$ cat src/shared/dispatch_pkg.sv
// Contract
// - any library entry first drains the pipeline, saves the PC, then dispatches.
// - routine address is an entry offset added to a programmable base register.
// - instruction address mapping is off while the library mode is active.
// - interrupts are held disabled while the library mode is active.
// - mode-only instructions outside the library mode raise the illegal-opcode trap.
// - privileged return jumps to the saved address; its bit 0 selects the mode.
// - return with bit 0 clear loads PC, re-enables interrupts and mapping.
// - reset enters the library mode at the reset entry until a clearing return.
// - hardware errors dispatch to an error routine chosen by the error type.
// - a serious system error dispatches to the machine-check entry.
// - a sensed interrupt dispatches to the interrupt routine for acknowledgment.
// - data or instruction translation misses dispatch to the matching fill routine.
// - call function field selects routine; unsupported codes take the illegal-opcode trap.
// - privileged call outside kernel mode goes to illegal-opcode entry 13E0.
// - every dispatched call runs its routine in the library mode.
// - new PC takes offset bits 13:0 and base bits 33:14; base resets zero.
// - priority reset, machine check, arithmetic, interrupt at 0000, 0020, 0060, 00E0.
// - kernel mode is both current mode bits zero; else privileged ops trap.
package dispatch_pkg;
  // ==========================================================
  // widths
  localparam int PC_W = 34;
  localparam int OFS_W = 14;
  localparam int BASE_W = 20;
  localparam logic [PC_W-1:0] PC_STEP = 34'h0_0000_0004;
  // ==========================================================
  // entry offsets
  localparam logic [OFS_W-1:0] OFS_RESET = 14'h0000;
  localparam logic [OFS_W-1:0] OFS_MACHINE_CHECK_ENTRY = 14'h0020;
  localparam logic [OFS_W-1:0] OFS_ARITHMETIC_TRAP_ENTRY = 14'h0060;
  localparam logic [OFS_W-1:0] OFS_INTR = 14'h00E0;
  localparam logic [OFS_W-1:0] OFS_DERR0 = 14'h01E0;
  localparam logic [OFS_W-1:0] OFS_DERR1 = 14'h08E0;
  localparam logic [OFS_W-1:0] OFS_DERR2 = 14'h09E0;
  localparam logic [OFS_W-1:0] OFS_DERR3 = 14'h11E0;
  localparam logic [OFS_W-1:0] OFS_ITB = 14'h03E0;
  localparam logic [OFS_W-1:0] OFS_DTB = 14'h05E0;
  localparam logic [OFS_W-1:0] OFS_ILLEGAL = 14'h13E0;
  localparam logic [OFS_W-1:0] OFS_CALL = 14'h2000;
  localparam int CALL_SHIFT = 6;
  // ==========================================================
  // call function field and mode bits
  localparam int CALL_PRIV_BIT = 7;
  localparam int CALL_BAD_BIT = 6;
  localparam logic [1:0] KERNEL_MODE = 2'h0;
  localparam int STAY_BIT = 0;
  // ==========================================================
  // register map (byte addresses)
  localparam logic [7:0] REG_BASE = 8'h00;
  localparam logic [7:0] REG_ERA_LO = 8'h04;
  localparam logic [7:0] REG_ERA_HI = 8'h08;
  localparam logic [7:0] REG_STATUS = 8'h0C;
  localparam logic [BASE_W-1:0] BASE_RESET = 20'h0_0000;
  // ==========================================================
  // sequencer and causes
  typedef enum logic [3:0] {
    ST_IDLE = 4'b0001,
    ST_DRAIN = 4'b0010,
    ST_DISPATCH = 4'b0100,
    ST_RETURN = 4'b1000
  } state_t;
  typedef enum logic [3:0] {
    C_NONE, C_RESET, C_MACHINE_CHECK_ENTRY, C_ARITHMETIC_TRAP_ENTRY, C_INTR, C_DERR, C_ITB, C_DTB, C_ILLEGAL, C_CALL
  } cause_t;
endpackage : dispatch_pkg

$ cat src/rtl/privileged_mode_dispatch.sv
`timescale 1ns/1ps
module privileged_mode_dispatch (
  // clock, reset, enable
  input wire logic CLK_SYS_I,
  input wire logic RST_N_I,
  input wire logic CE_I,
  // wishbone slave
  input wire logic WB_CYC_I,
  input wire logic WB_STB_I,
  input wire logic WB_WE_I,
  input wire logic [7:0] WB_ADR_I,
  input wire logic [3:0] WB_SEL_I,
  input wire logic [31:0] WB_DAT_I,
  output logic [31:0] WB_DAT_O,
  output logic WB_ACK_O,
  // hardware event pulses
  input wire logic EVT_MACHINE_CHECK_ENTRY_I,
  input wire logic EVT_ARITHMETIC_TRAP_ENTRY_I,
  input wire logic EVT_INTR_I,
  input wire logic EVT_DERR_I,
  input wire logic [1:0] DERR_TYPE_I,
  input wire logic EVT_ITB_MISS_I,
  input wire logic EVT_DTB_MISS_I,
  // instruction issue
  input wire logic ISSUE_CALL_I,
  input wire logic [7:0] CALL_FUNC_I,
  input wire logic ISSUE_MODE_ONLY_I,
  input wire logic ISSUE_RETURN_I,
  input wire logic [33:0] ISSUE_PC_I,
  input wire logic [1:0] CUR_MODE_I,
  input wire logic [33:0] CUR_PC_I,
  // pipeline control
  output logic DRAIN_REQ_O,
  input wire logic DRAIN_DONE_I,
  output logic PC_LOAD_O,
  output logic [33:0] NEW_PC_O,
  output logic LIB_MODE_O,
  output logic INT_ENABLE_O,
  output logic IMAP_ENABLE_O
);
  // ==========================================================
  // state
  dispatch_pkg::state_t state;
  dispatch_pkg::cause_t sel_cause;
  dispatch_pkg::cause_t next_cause;
  logic [dispatch_pkg::OFS_W-1:0] next_ofs;
  logic [dispatch_pkg::OFS_W-1:0] sel_ofs;
  logic [dispatch_pkg::BASE_W-1:0] base;
  logic [dispatch_pkg::PC_W-1:0] era;
  logic [dispatch_pkg::PC_W-1:0] call_ret;
  logic [dispatch_pkg::PC_W-1:0] illegal_pc;
  logic [6:0] call_idx;
  logic [1:0] derr_type;
  logic mode;
  logic pend_reset, pend_machine_check_entry, pend_arithmetic_trap_entry, pend_intr, pend_derr, pend_itb, pend_dtb;
  logic pend_ill, pend_call;
  logic call_bad, call_priv_fault, set_ill, wb_req, wb_wr, take;
  logic [31:0] wmask;

  // ==========================================================
  // instruction checks
  always_comb begin
    call_bad = CALL_FUNC_I[dispatch_pkg::CALL_BAD_BIT];
    call_priv_fault = !CALL_FUNC_I[dispatch_pkg::CALL_PRIV_BIT]
                      && (CUR_MODE_I != dispatch_pkg::KERNEL_MODE);
    // mode-only instructions and a return outside the mode
    set_ill = (!mode && (ISSUE_MODE_ONLY_I || ISSUE_RETURN_I))
              || (ISSUE_CALL_I && (call_bad || call_priv_fault));
  end

  // ==========================================================
  // cause selection, highest first
  always_comb begin
    next_cause = dispatch_pkg::C_NONE;
    next_ofs = dispatch_pkg::OFS_RESET;
    if (pend_reset) begin
      next_cause = dispatch_pkg::C_RESET;
      next_ofs = dispatch_pkg::OFS_RESET;
    end else if (pend_machine_check_entry) begin
      next_cause = dispatch_pkg::C_MACHINE_CHECK_ENTRY;
      next_ofs = dispatch_pkg::OFS_MACHINE_CHECK_ENTRY;
    end else if (pend_arithmetic_trap_entry) begin
      next_cause = dispatch_pkg::C_ARITHMETIC_TRAP_ENTRY;
      next_ofs = dispatch_pkg::OFS_ARITHMETIC_TRAP_ENTRY;
    end else if (pend_intr) begin
      next_cause = dispatch_pkg::C_INTR;
      next_ofs = dispatch_pkg::OFS_INTR;
    end else if (pend_derr) begin
      next_cause = dispatch_pkg::C_DERR;
      case (derr_type)
        2'h0: next_ofs = dispatch_pkg::OFS_DERR0;
        2'h1: next_ofs = dispatch_pkg::OFS_DERR1;
        2'h2: next_ofs = dispatch_pkg::OFS_DERR2;
        default: next_ofs = dispatch_pkg::OFS_DERR3;
      endcase
    end else if (pend_itb) begin
      next_cause = dispatch_pkg::C_ITB;
      next_ofs = dispatch_pkg::OFS_ITB;
    end else if (pend_dtb) begin
      next_cause = dispatch_pkg::C_DTB;
      next_ofs = dispatch_pkg::OFS_DTB;
    end else if (pend_ill) begin
      next_cause = dispatch_pkg::C_ILLEGAL;
      next_ofs = dispatch_pkg::OFS_ILLEGAL;
    end else if (pend_call) begin
      next_cause = dispatch_pkg::C_CALL;
      next_ofs = dispatch_pkg::OFS_CALL
                 | {1'b0, call_idx, {dispatch_pkg::CALL_SHIFT{1'b0}}};
    end
  end

  // lower causes wait while in the mode; reset is taken regardless
  assign take = (state == dispatch_pkg::ST_IDLE) && (next_cause != dispatch_pkg::C_NONE)
                && (!mode || pend_reset);

  // ==========================================================
  // pending causes: a new event wins over the clear of its dispatch
  always_ff @(posedge CLK_SYS_I) begin
    if (!RST_N_I) begin
      pend_reset <= 1'b1;
      {pend_machine_check_entry, pend_arithmetic_trap_entry, pend_intr, pend_derr} <= 4'h0;
      {pend_itb, pend_dtb, pend_ill, pend_call} <= 4'h0;
      derr_type <= 2'h0;
      call_idx <= 7'h00;
      call_ret <= '0;
      illegal_pc <= '0;
    end else if (CE_I) begin
      if (take) begin
        case (next_cause)
          dispatch_pkg::C_RESET: pend_reset <= 1'b0;
          dispatch_pkg::C_MACHINE_CHECK_ENTRY: pend_machine_check_entry <= 1'b0;
          dispatch_pkg::C_ARITHMETIC_TRAP_ENTRY: pend_arithmetic_trap_entry <= 1'b0;
          dispatch_pkg::C_INTR: pend_intr <= 1'b0;
          dispatch_pkg::C_DERR: pend_derr <= 1'b0;
          dispatch_pkg::C_ITB: pend_itb <= 1'b0;
          dispatch_pkg::C_DTB: pend_dtb <= 1'b0;
          dispatch_pkg::C_ILLEGAL: pend_ill <= 1'b0;
          dispatch_pkg::C_CALL: pend_call <= 1'b0;
          default: pend_reset <= pend_reset;
        endcase
      end
      if (EVT_MACHINE_CHECK_ENTRY_I) pend_machine_check_entry <= 1'b1;
      if (EVT_ARITHMETIC_TRAP_ENTRY_I) pend_arithmetic_trap_entry <= 1'b1;
      if (EVT_INTR_I) pend_intr <= 1'b1;
      if (EVT_DERR_I) begin
        pend_derr <= 1'b1;
        derr_type <= DERR_TYPE_I;
      end
      if (EVT_ITB_MISS_I) pend_itb <= 1'b1;
      if (EVT_DTB_MISS_I) pend_dtb <= 1'b1;
      if (set_ill) begin
        pend_ill <= 1'b1;
        illegal_pc <= ISSUE_PC_I;
      end else if (ISSUE_CALL_I) begin
        pend_call <= 1'b1;
        call_idx <= {CALL_FUNC_I[dispatch_pkg::CALL_PRIV_BIT], CALL_FUNC_I[5:0]};
        call_ret <= ISSUE_PC_I + dispatch_pkg::PC_STEP;
      end
    end
  end

  // ==========================================================
  // sequencer: drain, save, dispatch
  always_ff @(posedge CLK_SYS_I) begin
    if (!RST_N_I) begin
      state <= dispatch_pkg::ST_IDLE;
      sel_cause <= dispatch_pkg::C_NONE;
      sel_ofs <= dispatch_pkg::OFS_RESET;
      DRAIN_REQ_O <= 1'b0;
    end else if (CE_I) begin
      case (state)
        dispatch_pkg::ST_IDLE: begin
          if (take) begin
            sel_cause <= next_cause;
            sel_ofs <= next_ofs;
            DRAIN_REQ_O <= 1'b1;
            state <= dispatch_pkg::ST_DRAIN;
          end else if (ISSUE_RETURN_I && mode) begin
            state <= dispatch_pkg::ST_RETURN;
          end
        end
        dispatch_pkg::ST_DRAIN: begin
          if (DRAIN_DONE_I) begin
            DRAIN_REQ_O <= 1'b0;
            state <= dispatch_pkg::ST_DISPATCH;
          end
        end
        dispatch_pkg::ST_DISPATCH: state <= dispatch_pkg::ST_IDLE;
        dispatch_pkg::ST_RETURN: state <= dispatch_pkg::ST_IDLE;
        default: state <= dispatch_pkg::ST_IDLE;
      endcase
    end
  end

  // ==========================================================
  // mode, pc load and enables
  always_ff @(posedge CLK_SYS_I) begin
    if (!RST_N_I) begin
      mode <= 1'b1;
      LIB_MODE_O <= 1'b1;
      INT_ENABLE_O <= 1'b0;
      IMAP_ENABLE_O <= 1'b0;
      PC_LOAD_O <= 1'b0;
      NEW_PC_O <= '0;
    end else if (CE_I) begin
      PC_LOAD_O <= 1'b0;
      if (state == dispatch_pkg::ST_DISPATCH) begin
        mode <= 1'b1;
        LIB_MODE_O <= 1'b1;
        INT_ENABLE_O <= 1'b0;
        IMAP_ENABLE_O <= 1'b0;
        PC_LOAD_O <= 1'b1;
        NEW_PC_O <= {base, sel_ofs};
      end else if (state == dispatch_pkg::ST_RETURN) begin
        mode <= era[dispatch_pkg::STAY_BIT];
        LIB_MODE_O <= era[dispatch_pkg::STAY_BIT];
        INT_ENABLE_O <= !era[dispatch_pkg::STAY_BIT];
        IMAP_ENABLE_O <= !era[dispatch_pkg::STAY_BIT];
        PC_LOAD_O <= 1'b1;
        NEW_PC_O <= {era[dispatch_pkg::PC_W-1:1], 1'b0};
      end
    end
  end

  // ==========================================================
  // wishbone slave: ack one cycle after the strobe
  assign wb_req = WB_CYC_I && WB_STB_I && !WB_ACK_O;
  assign wb_wr = wb_req && WB_WE_I;
  assign wmask = {{8{WB_SEL_I[3]}}, {8{WB_SEL_I[2]}}, {8{WB_SEL_I[1]}}, {8{WB_SEL_I[0]}}};

  // hardware save beats a same-cycle software write
  always_ff @(posedge CLK_SYS_I) begin
    if (!RST_N_I) begin
      base <= dispatch_pkg::BASE_RESET;
      era <= '0;
    end else if (CE_I) begin
      if (wb_wr && WB_ADR_I == dispatch_pkg::REG_BASE) begin
        base <= (base & ~wmask[19:0]) | (WB_DAT_I[19:0] & wmask[19:0]);
      end
      if (state == dispatch_pkg::ST_DISPATCH) begin
        case (sel_cause)
          dispatch_pkg::C_CALL: era <= call_ret;
          dispatch_pkg::C_ILLEGAL: era <= illegal_pc;
          default: era <= CUR_PC_I;
        endcase
      end else if (wb_wr && WB_ADR_I == dispatch_pkg::REG_ERA_LO) begin
        era[31:0] <= (era[31:0] & ~wmask) | (WB_DAT_I & wmask);
      end else if (wb_wr && WB_ADR_I == dispatch_pkg::REG_ERA_HI && WB_SEL_I[0]) begin
        era[33:32] <= WB_DAT_I[1:0];
      end
    end
  end

  always_ff @(posedge CLK_SYS_I) begin
    if (!RST_N_I) begin
      WB_ACK_O <= 1'b0;
      WB_DAT_O <= 32'h0000_0000;
    end else if (CE_I) begin
      WB_ACK_O <= wb_req;
      WB_DAT_O <= 32'h0000_0000;
      if (wb_req && !WB_WE_I) begin
        case (WB_ADR_I)
          dispatch_pkg::REG_BASE: WB_DAT_O <= {12'h000, base};
          dispatch_pkg::REG_ERA_LO: WB_DAT_O <= era[31:0];
          dispatch_pkg::REG_ERA_HI: WB_DAT_O <= {30'h0000_0000, era[33:32]};
          dispatch_pkg::REG_STATUS: WB_DAT_O <= {11'h000, 4'(sel_cause), state,
                                                 pend_reset, pend_machine_check_entry, pend_arithmetic_trap_entry, pend_intr,
                                                 pend_derr, pend_itb, pend_dtb, pend_ill,
                                                 pend_call, 3'h0, mode};
          default: WB_DAT_O <= 32'h0000_0000;
        endcase
      end
    end
  end
endmodule : privileged_mode_dispatch

$ cat config.mk
export PLATFORM = sky130hd
export DESIGN_NAME = privileged_mode_dispatch
export DESIGN_NICKNAME = d
export VERILOG_FILES = /design/src/shared/dispatch_pkg.sv /design/src/rtl/privileged_mode_dispatch.sv
export SDC_FILE = /design/constraint.sdc
export NUM_CORES = 1
export LEC_CHECK = 0
export BUFFER_PORTS_ARGS = -buffer_cell sky130_fd_sc_hd__buf_2
export CAP_MARGIN = 20
export CORE_MARGIN = 4
export CORE_UTILIZATION = 30
export CTS_BUF_LIST = sky130_fd_sc_hd__clkbuf_16
export CTS_CLUSTER_SIZE = 24
export DETAILED_ROUTE_END_ITERATION = 10
export GPL_ROUTABILITY_DRIVEN = 0
export GPL_TIMING_DRIVEN = 0
export PLACE_DENSITY = 0.46
export SLEW_MARGIN = 0
export SYNTH_ARGS = -nofsm -noshare
export SYNTH_HDL_FRONTEND = slang
export SYNTH_SLANG_ARGS = --single-unit
$ cat constraint.sdc
create_clock -name CLK_SYS_I -period 3.2 [get_ports CLK_SYS_I]
set_clock_uncertainty 0.1 [all_clocks]
set_input_delay 0.64 -clock CLK_SYS_I [delete_from_list [all_inputs] [get_ports CLK_SYS_I]]
set_output_delay 0.64 -clock CLK_SYS_I [all_outputs]
set_load 0.005 [all_outputs]
==> impl_metrics.prom <==
# TYPE chip_impl_metric gauge
chip_impl_info{name="outcome",value="complete, no violations"} 1
chip_impl_info{name="cts_tree",value="done"} 1
chip_impl_metric{name="route.detailed.wl_per_inst",unit="µm"} 21.9
chip_impl_info{name="hp-class",value="in -> reg"} 1
chip_impl_metric{name="clock_pin_slew_of_the_registers_on_the_worst_case_setup_and_hold_paths",unit="ns"} 0.06
chip_impl_info{name="timing.critical_path.from",value="sel_cause[3]$_SDFFE_PN0P_"} 1
chip_impl_info{name="netlist.top_cell.by_area",value="sky130_fd_sc_hd__dfxtp_1"} 1
chip_impl_metric{name="cts-root-to-sink-buffers",unit=""} 3
chip_impl_metric{name="timing.final.crit_share",unit="%"} 93.6
chip_impl_metric{name="ys_async_sr_fraction",unit="%"} 0
chip_impl_metric{name="antenna_left",unit=""} 0
chip_impl_metric{name="critPathArrivalTime",unit="ns"} 3.35
chip_impl_metric{name="vias",unit=""} 10300
chip_impl_info{name="crit_path_end_kind",value="register"} 1
chip_impl_metric{name="grt.met2_usage",unit="%"} 35.2
chip_impl_metric{name="chipHeight",unit="µm"} 196
chip_impl_metric{name="synth_simple_gate_area_share",unit="%"} 18.3
chip_impl_info{name="critPathSlowestCell",value="sky130_fd_sc_hd__nor3b_1"} 1
chip_impl_metric{name="hold_viol_final",unit=""} 0
chip_impl_metric{name="postPlaceCellArea",unit="µm²"} 12200
chip_impl_metric{name="numCtsBuffers",unit=""} 27
chip_impl_metric{name="antenna_cells",unit=""} 0
chip_impl_metric{name="drive_above_1_share",unit="%"} 16.8
chip_impl_metric{name="setup.reg_to_reg.worst_slack",unit="ns"} 0.21
chip_impl_metric{name="vdd_drop_max",unit="mV"} 0.443
chip_impl_metric{name="htreeDepth",unit=""} 1
chip_impl_metric{name="utilization",unit="%"} 37.3
chip_impl_metric{name="maxSlewViolCount",unit=""} 0
chip_impl_metric{name="dieWidth",unit="µm"} 196
chip_impl_metric{name="grt_pass1_wl",unit="µm"} 64000
chip_impl_metric{name="mappedNetlistNets",unit=""} 1412
chip_impl_metric{name="grt_ovf",unit=""} 0
chip_impl_metric{name="synth_seq_cells",unit=""} 227
chip_impl_metric{name="multiInputGateArea",unit="µm²"} 5470
chip_impl_metric{name="mappedNetlistArea",unit="µm²"} 10600
chip_impl_info{name="setup.worst_path.start_class",value="register"} 1
chip_impl_metric{name="cp_required",unit="ns"} 3.56
chip_impl_info{name="top_usage_layer",value="met2"} 1
chip_impl_info{name="crit_path_cell_trace",value="nor3b_1 > clkbuf_1 > clkbuf_1 > nor2_1 > a211oi_1 > a31oi_1 > a21oi_1"} 1
chip_impl_metric{name="cpPeakStageDelay",unit="ns"} 0.71
chip_impl_metric{name="power.leakage",unit="µW"} 0.00467
chip_impl_metric{name="detailedPlace.worstSlack",unit="ns"} -0.0336
chip_impl_metric{name="register_area",unit="µm²"} 4540
chip_impl_metric{name="tightestPinTransition",unit="ns"} 0.939
chip_impl_info{name="grt_setup_unrepaired",value="false"} 1
chip_impl_metric{name="place.detailed.hpwl",unit="µm"} 34300
chip_impl_metric{name="number_of_enable_flip_flop_cells_after_synthesis",unit=""} 0
chip_impl_metric{name="area_share_of_fa_ha_maj_cells_after_synthesis",unit="%"} 0.355
chip_impl_info{name="worst_path_most_repeated_cell",value="sky130_fd_sc_hd__clkbuf_1"} 1
chip_impl_metric{name="power-per-cell-area",unit="nW/µm²"} 493
chip_impl_metric{name="number_of_i_o_port_buffers",unit=""} 203
chip_impl_metric{name="fmax",unit="MHz"} 334
chip_impl_metric{name="drc",unit=""} 0
chip_impl_metric{name="max_cap_violations",unit=""} 0
chip_impl_metric{name="final_critical_path_setup_slack",unit="ns"} 0.205
chip_impl_metric{name="wl",unit="µm"} 43300
chip_impl_metric{name="number_of_global_route_vias_before_repair",unit=""} 10300
chip_impl_metric{name="postCtsSetupRepairBufs",unit=""} 0
chip_impl_metric{name="drt_pass1_iterations",unit=""} 7
chip_impl_metric{name="globalRouteMet1Util",unit="%"} 29.5
chip_impl_metric{name="design.final.nets",unit=""} 1645
chip_impl_metric{name="grt_start_max_net_pins",unit=""} 13
chip_impl_metric{name="min_period",unit="ns"} 2.99
chip_impl_metric{name="netlist_instances",unit=""} 1269
chip_impl_metric{name="nFillCells",unit=""} 3681
chip_impl_info{name="yosys-top-cells-area",value="sky130_fd_sc_hd__dfxtp_1 43%, sky130_fd_sc_hd__mux2i_1 10%, sky130_fd_sc_hd__nor2_1 6.6%"} 1
chip_impl_info{name="primary_ff_master_synth",value="sky130_fd_sc_hd__dfxtp_1"} 1
chip_impl_metric{name="synth-xor-area-share",unit="%"} 2.65
chip_impl_metric{name="synth_sequential_area_ratio",unit="%"} 42.9
chip_impl_info{name="criticalPathCategory",value="reg -> reg"} 1
chip_impl_metric{name="synth_top_cell_area_share",unit="%"} 42.9
chip_impl_metric{name="slew_headroom",unit="%"} 37.4
chip_impl_metric{name="initial_utilization",unit="%"} 30.6
chip_impl_metric{name="ios",unit=""} 212
chip_impl_info{name="critical_path.reg2reg.startpoint",value="sel_cause[3]$_SDFFE_PN0P_"} 1
chip_impl_metric{name="ff2ff_path_depth",unit=""} 7
chip_impl_metric{name="final_cell_area",unit="µm²"} 12900
chip_impl_metric{name="floorplan.die_area",unit="µm²"} 38300
chip_impl_metric{name="netlist-cell-type-count",unit=""} 57
chip_impl_metric{name="gr-usage-all-layers",unit="%"} 21.6
chip_impl_metric{name="critPathMaxFanout",unit=""} 10
chip_impl_metric{name="antenna_found_initial",unit=""} 1
chip_impl_metric{name="hold_path_depth",unit=""} 3
chip_impl_metric{name="worst_skew_pair.late_latency",unit="ns"} 0.53
chip_impl_metric{name="drt_iter0_drc",unit=""} 563
chip_impl_metric{name="synth_mux_area_share",unit="%"} 10.4
chip_impl_metric{name="timing.final.setup_violations",unit=""} 0
chip_impl_metric{name="ctsHoldBuffers",unit=""} 0
chip_impl_metric{name="compound_gate_fraction_of_synth_area",unit="%"} 19.9
chip_impl_metric{name="rows",unit=""} 68
chip_impl_metric{name="vias_per_cell",unit=""} 5.22
chip_impl_metric{name="met3_usage",unit="%"} 3.88
chip_impl_metric{name="cts_resized",unit=""} 0
chip_impl_info{name="clk_root_buffer_cell",value="sky130_fd_sc_hd__clkbuf_16"} 1
chip_impl_info{name="largest_family_of_logic_cells_by_synthesized_area",value="compound AO/OA/AOI/OAI gates"} 1
chip_impl_metric{name="synthesis.yosys.warnings",unit=""} 0
chip_impl_metric{name="synthToLayoutAreaGrowth",unit="%"} 22.2
chip_impl_metric{name="post_synthesis_area_per_instance",unit="µm²"} 8.34
chip_impl_metric{name="tns",unit="ns"} 0
chip_impl_metric{name="fin_hold_ws",unit="ns"} 0.250
chip_impl_metric{name="cts.sink_count",unit=""} 227
chip_impl_metric{name="floorplan.core_area",unit="µm²"} 34600
-- final cells by class --
| cell class | instances | area share, % |
|---|---|---|
| multi-input combinational | 898 | 42.3 |
| sequential | 227 | 35.1 |
| timing repair buffer | 204 | 7.89 |
| clock buffer | 27 | 5.22 |
| tap | 455 | 4.40 |
| buffer | 113 | 3.50 |
| inverter | 31 | 0.900 |
| clock inverter | 20 | 0.610 |
-- through the flow --
stage                     instances  total power, µW
final                          1975             6370
after global routing           1975             6610
after CTS                      1975             6430
after detailed placement       1928             3730
after global placement         1927             3730
after floorplan                1269             3410
-- cell usage in the layout, fill, tap and decap left out, drive strengths merged, types with 36 or more instances in the layout --
cell type / synthesis / routed
nor2: 185 / 185
dfxtp: 227 / 227
nand2: 148 / 148
clkbuf: 88 / 115
a311oi: 53 / 53
inv: 30 / 36
a211oi: 64 / 64
buf: 25 / 229
a21oi: 68 / 68
o21ai: 55 / 55
mux2i: 107 / 107
-- layer usage --
| layer | up-vias | wire length (µm) | share of wire (%) |
|---|---|---|---|
| met1 | 4903 | 19600 | 45 |
| met4 | 2 | 1140 | 2.6 |
| li1 | 5013 | - | - |
| met5 | - | 20 | 0.046 |
| met3 | 66 | 2830 | 6.5 |
| met2 | 332 | 19700 | 45 |
-- cell families after synthesis --
logic type | Yosys count
AOI/OAI and AO/OA | 311
muxes | 109
DFF | 227
xor gates and xnor gates | 32
and+or+nand+nor | 442
other | 1
adders and majority gates | 3
buffers and inverters | 144
-- report_power, final --
| part | leakage, µW | internal, µW | switching, µW | total [µW] |
|---|---|---|---|---|
| logic | 0.00244 | 266 | 466 | 732 |
| clock network | 0.000394 | 1510 | 1190 | 2700 |
| registers | 0.00184 | 2900 | 44.8 | 2940 |
| total | 0.00467 | 4670 | 1700 | 6370 |
-- worst min path at each step --
stage | from | to | slack, ns
floorplan | sel_ofs[5]$_SDFFE_PN0P_ | sel_ofs[5]$_SDFFE_PN0P_ | 0.33
global placement | call_ret[1]$_SDFFE_PN0P_ | call_ret[1]$_SDFFE_PN0P_ | 0.35
detailed placement | call_ret[0]$_SDFFE_PN0P_ | call_ret[0]$_SDFFE_PN0P_ | 0.35
CTS | CALL_FUNC_I[2] | call_idx[2]$_SDFFE_PN0P_ | 0.23
global route | EVT_ARITHMETIC_TRAP_ENTRY_I | pend_arithmetic_trap_entry$_SDFFE_PN0P_ | 0.25
finish | CALL_FUNC_I[2] | call_idx[2]$_SDFFE_PN0P_ | 0.25
-- worst max-delay path, delay by kind of cell (launching register included) --
family                 cells  cell delay (ns)
flip-flops                 1             0.41
AO/OA/AOI/OAI              3             0.71
buffers and inverters      2             0.90
AND/OR/NAND/NOR            2             0.79
-- synthesized netlist by cell type (all sizes together), types with 2 or more instances --
master  instances
dfxtp         227
nor2          185
nand2         148
mux2i         107
clkbuf         88
a21oi          68
a211oi         64
o21ai          55
a311oi         53
a22oi          32
inv            30
buf            25
nand3          24
xnor2          20
nor3           15
a31oi          12
nand4          12
xor2           12
nor4           11
nor2b           6
or4             6
and2            5
and3            5
and4            5
nand2b          5
o211ai          5
nor3b           4
a31o            3
ha              3
o31ai           3
or4b            3
and4b           2
nor4b           2
o211a           2
o21ba           2
o21bai          2
o31a            2
o41ai           2
or2             2
Note: power is estimated with default switching activity, not from simulation.
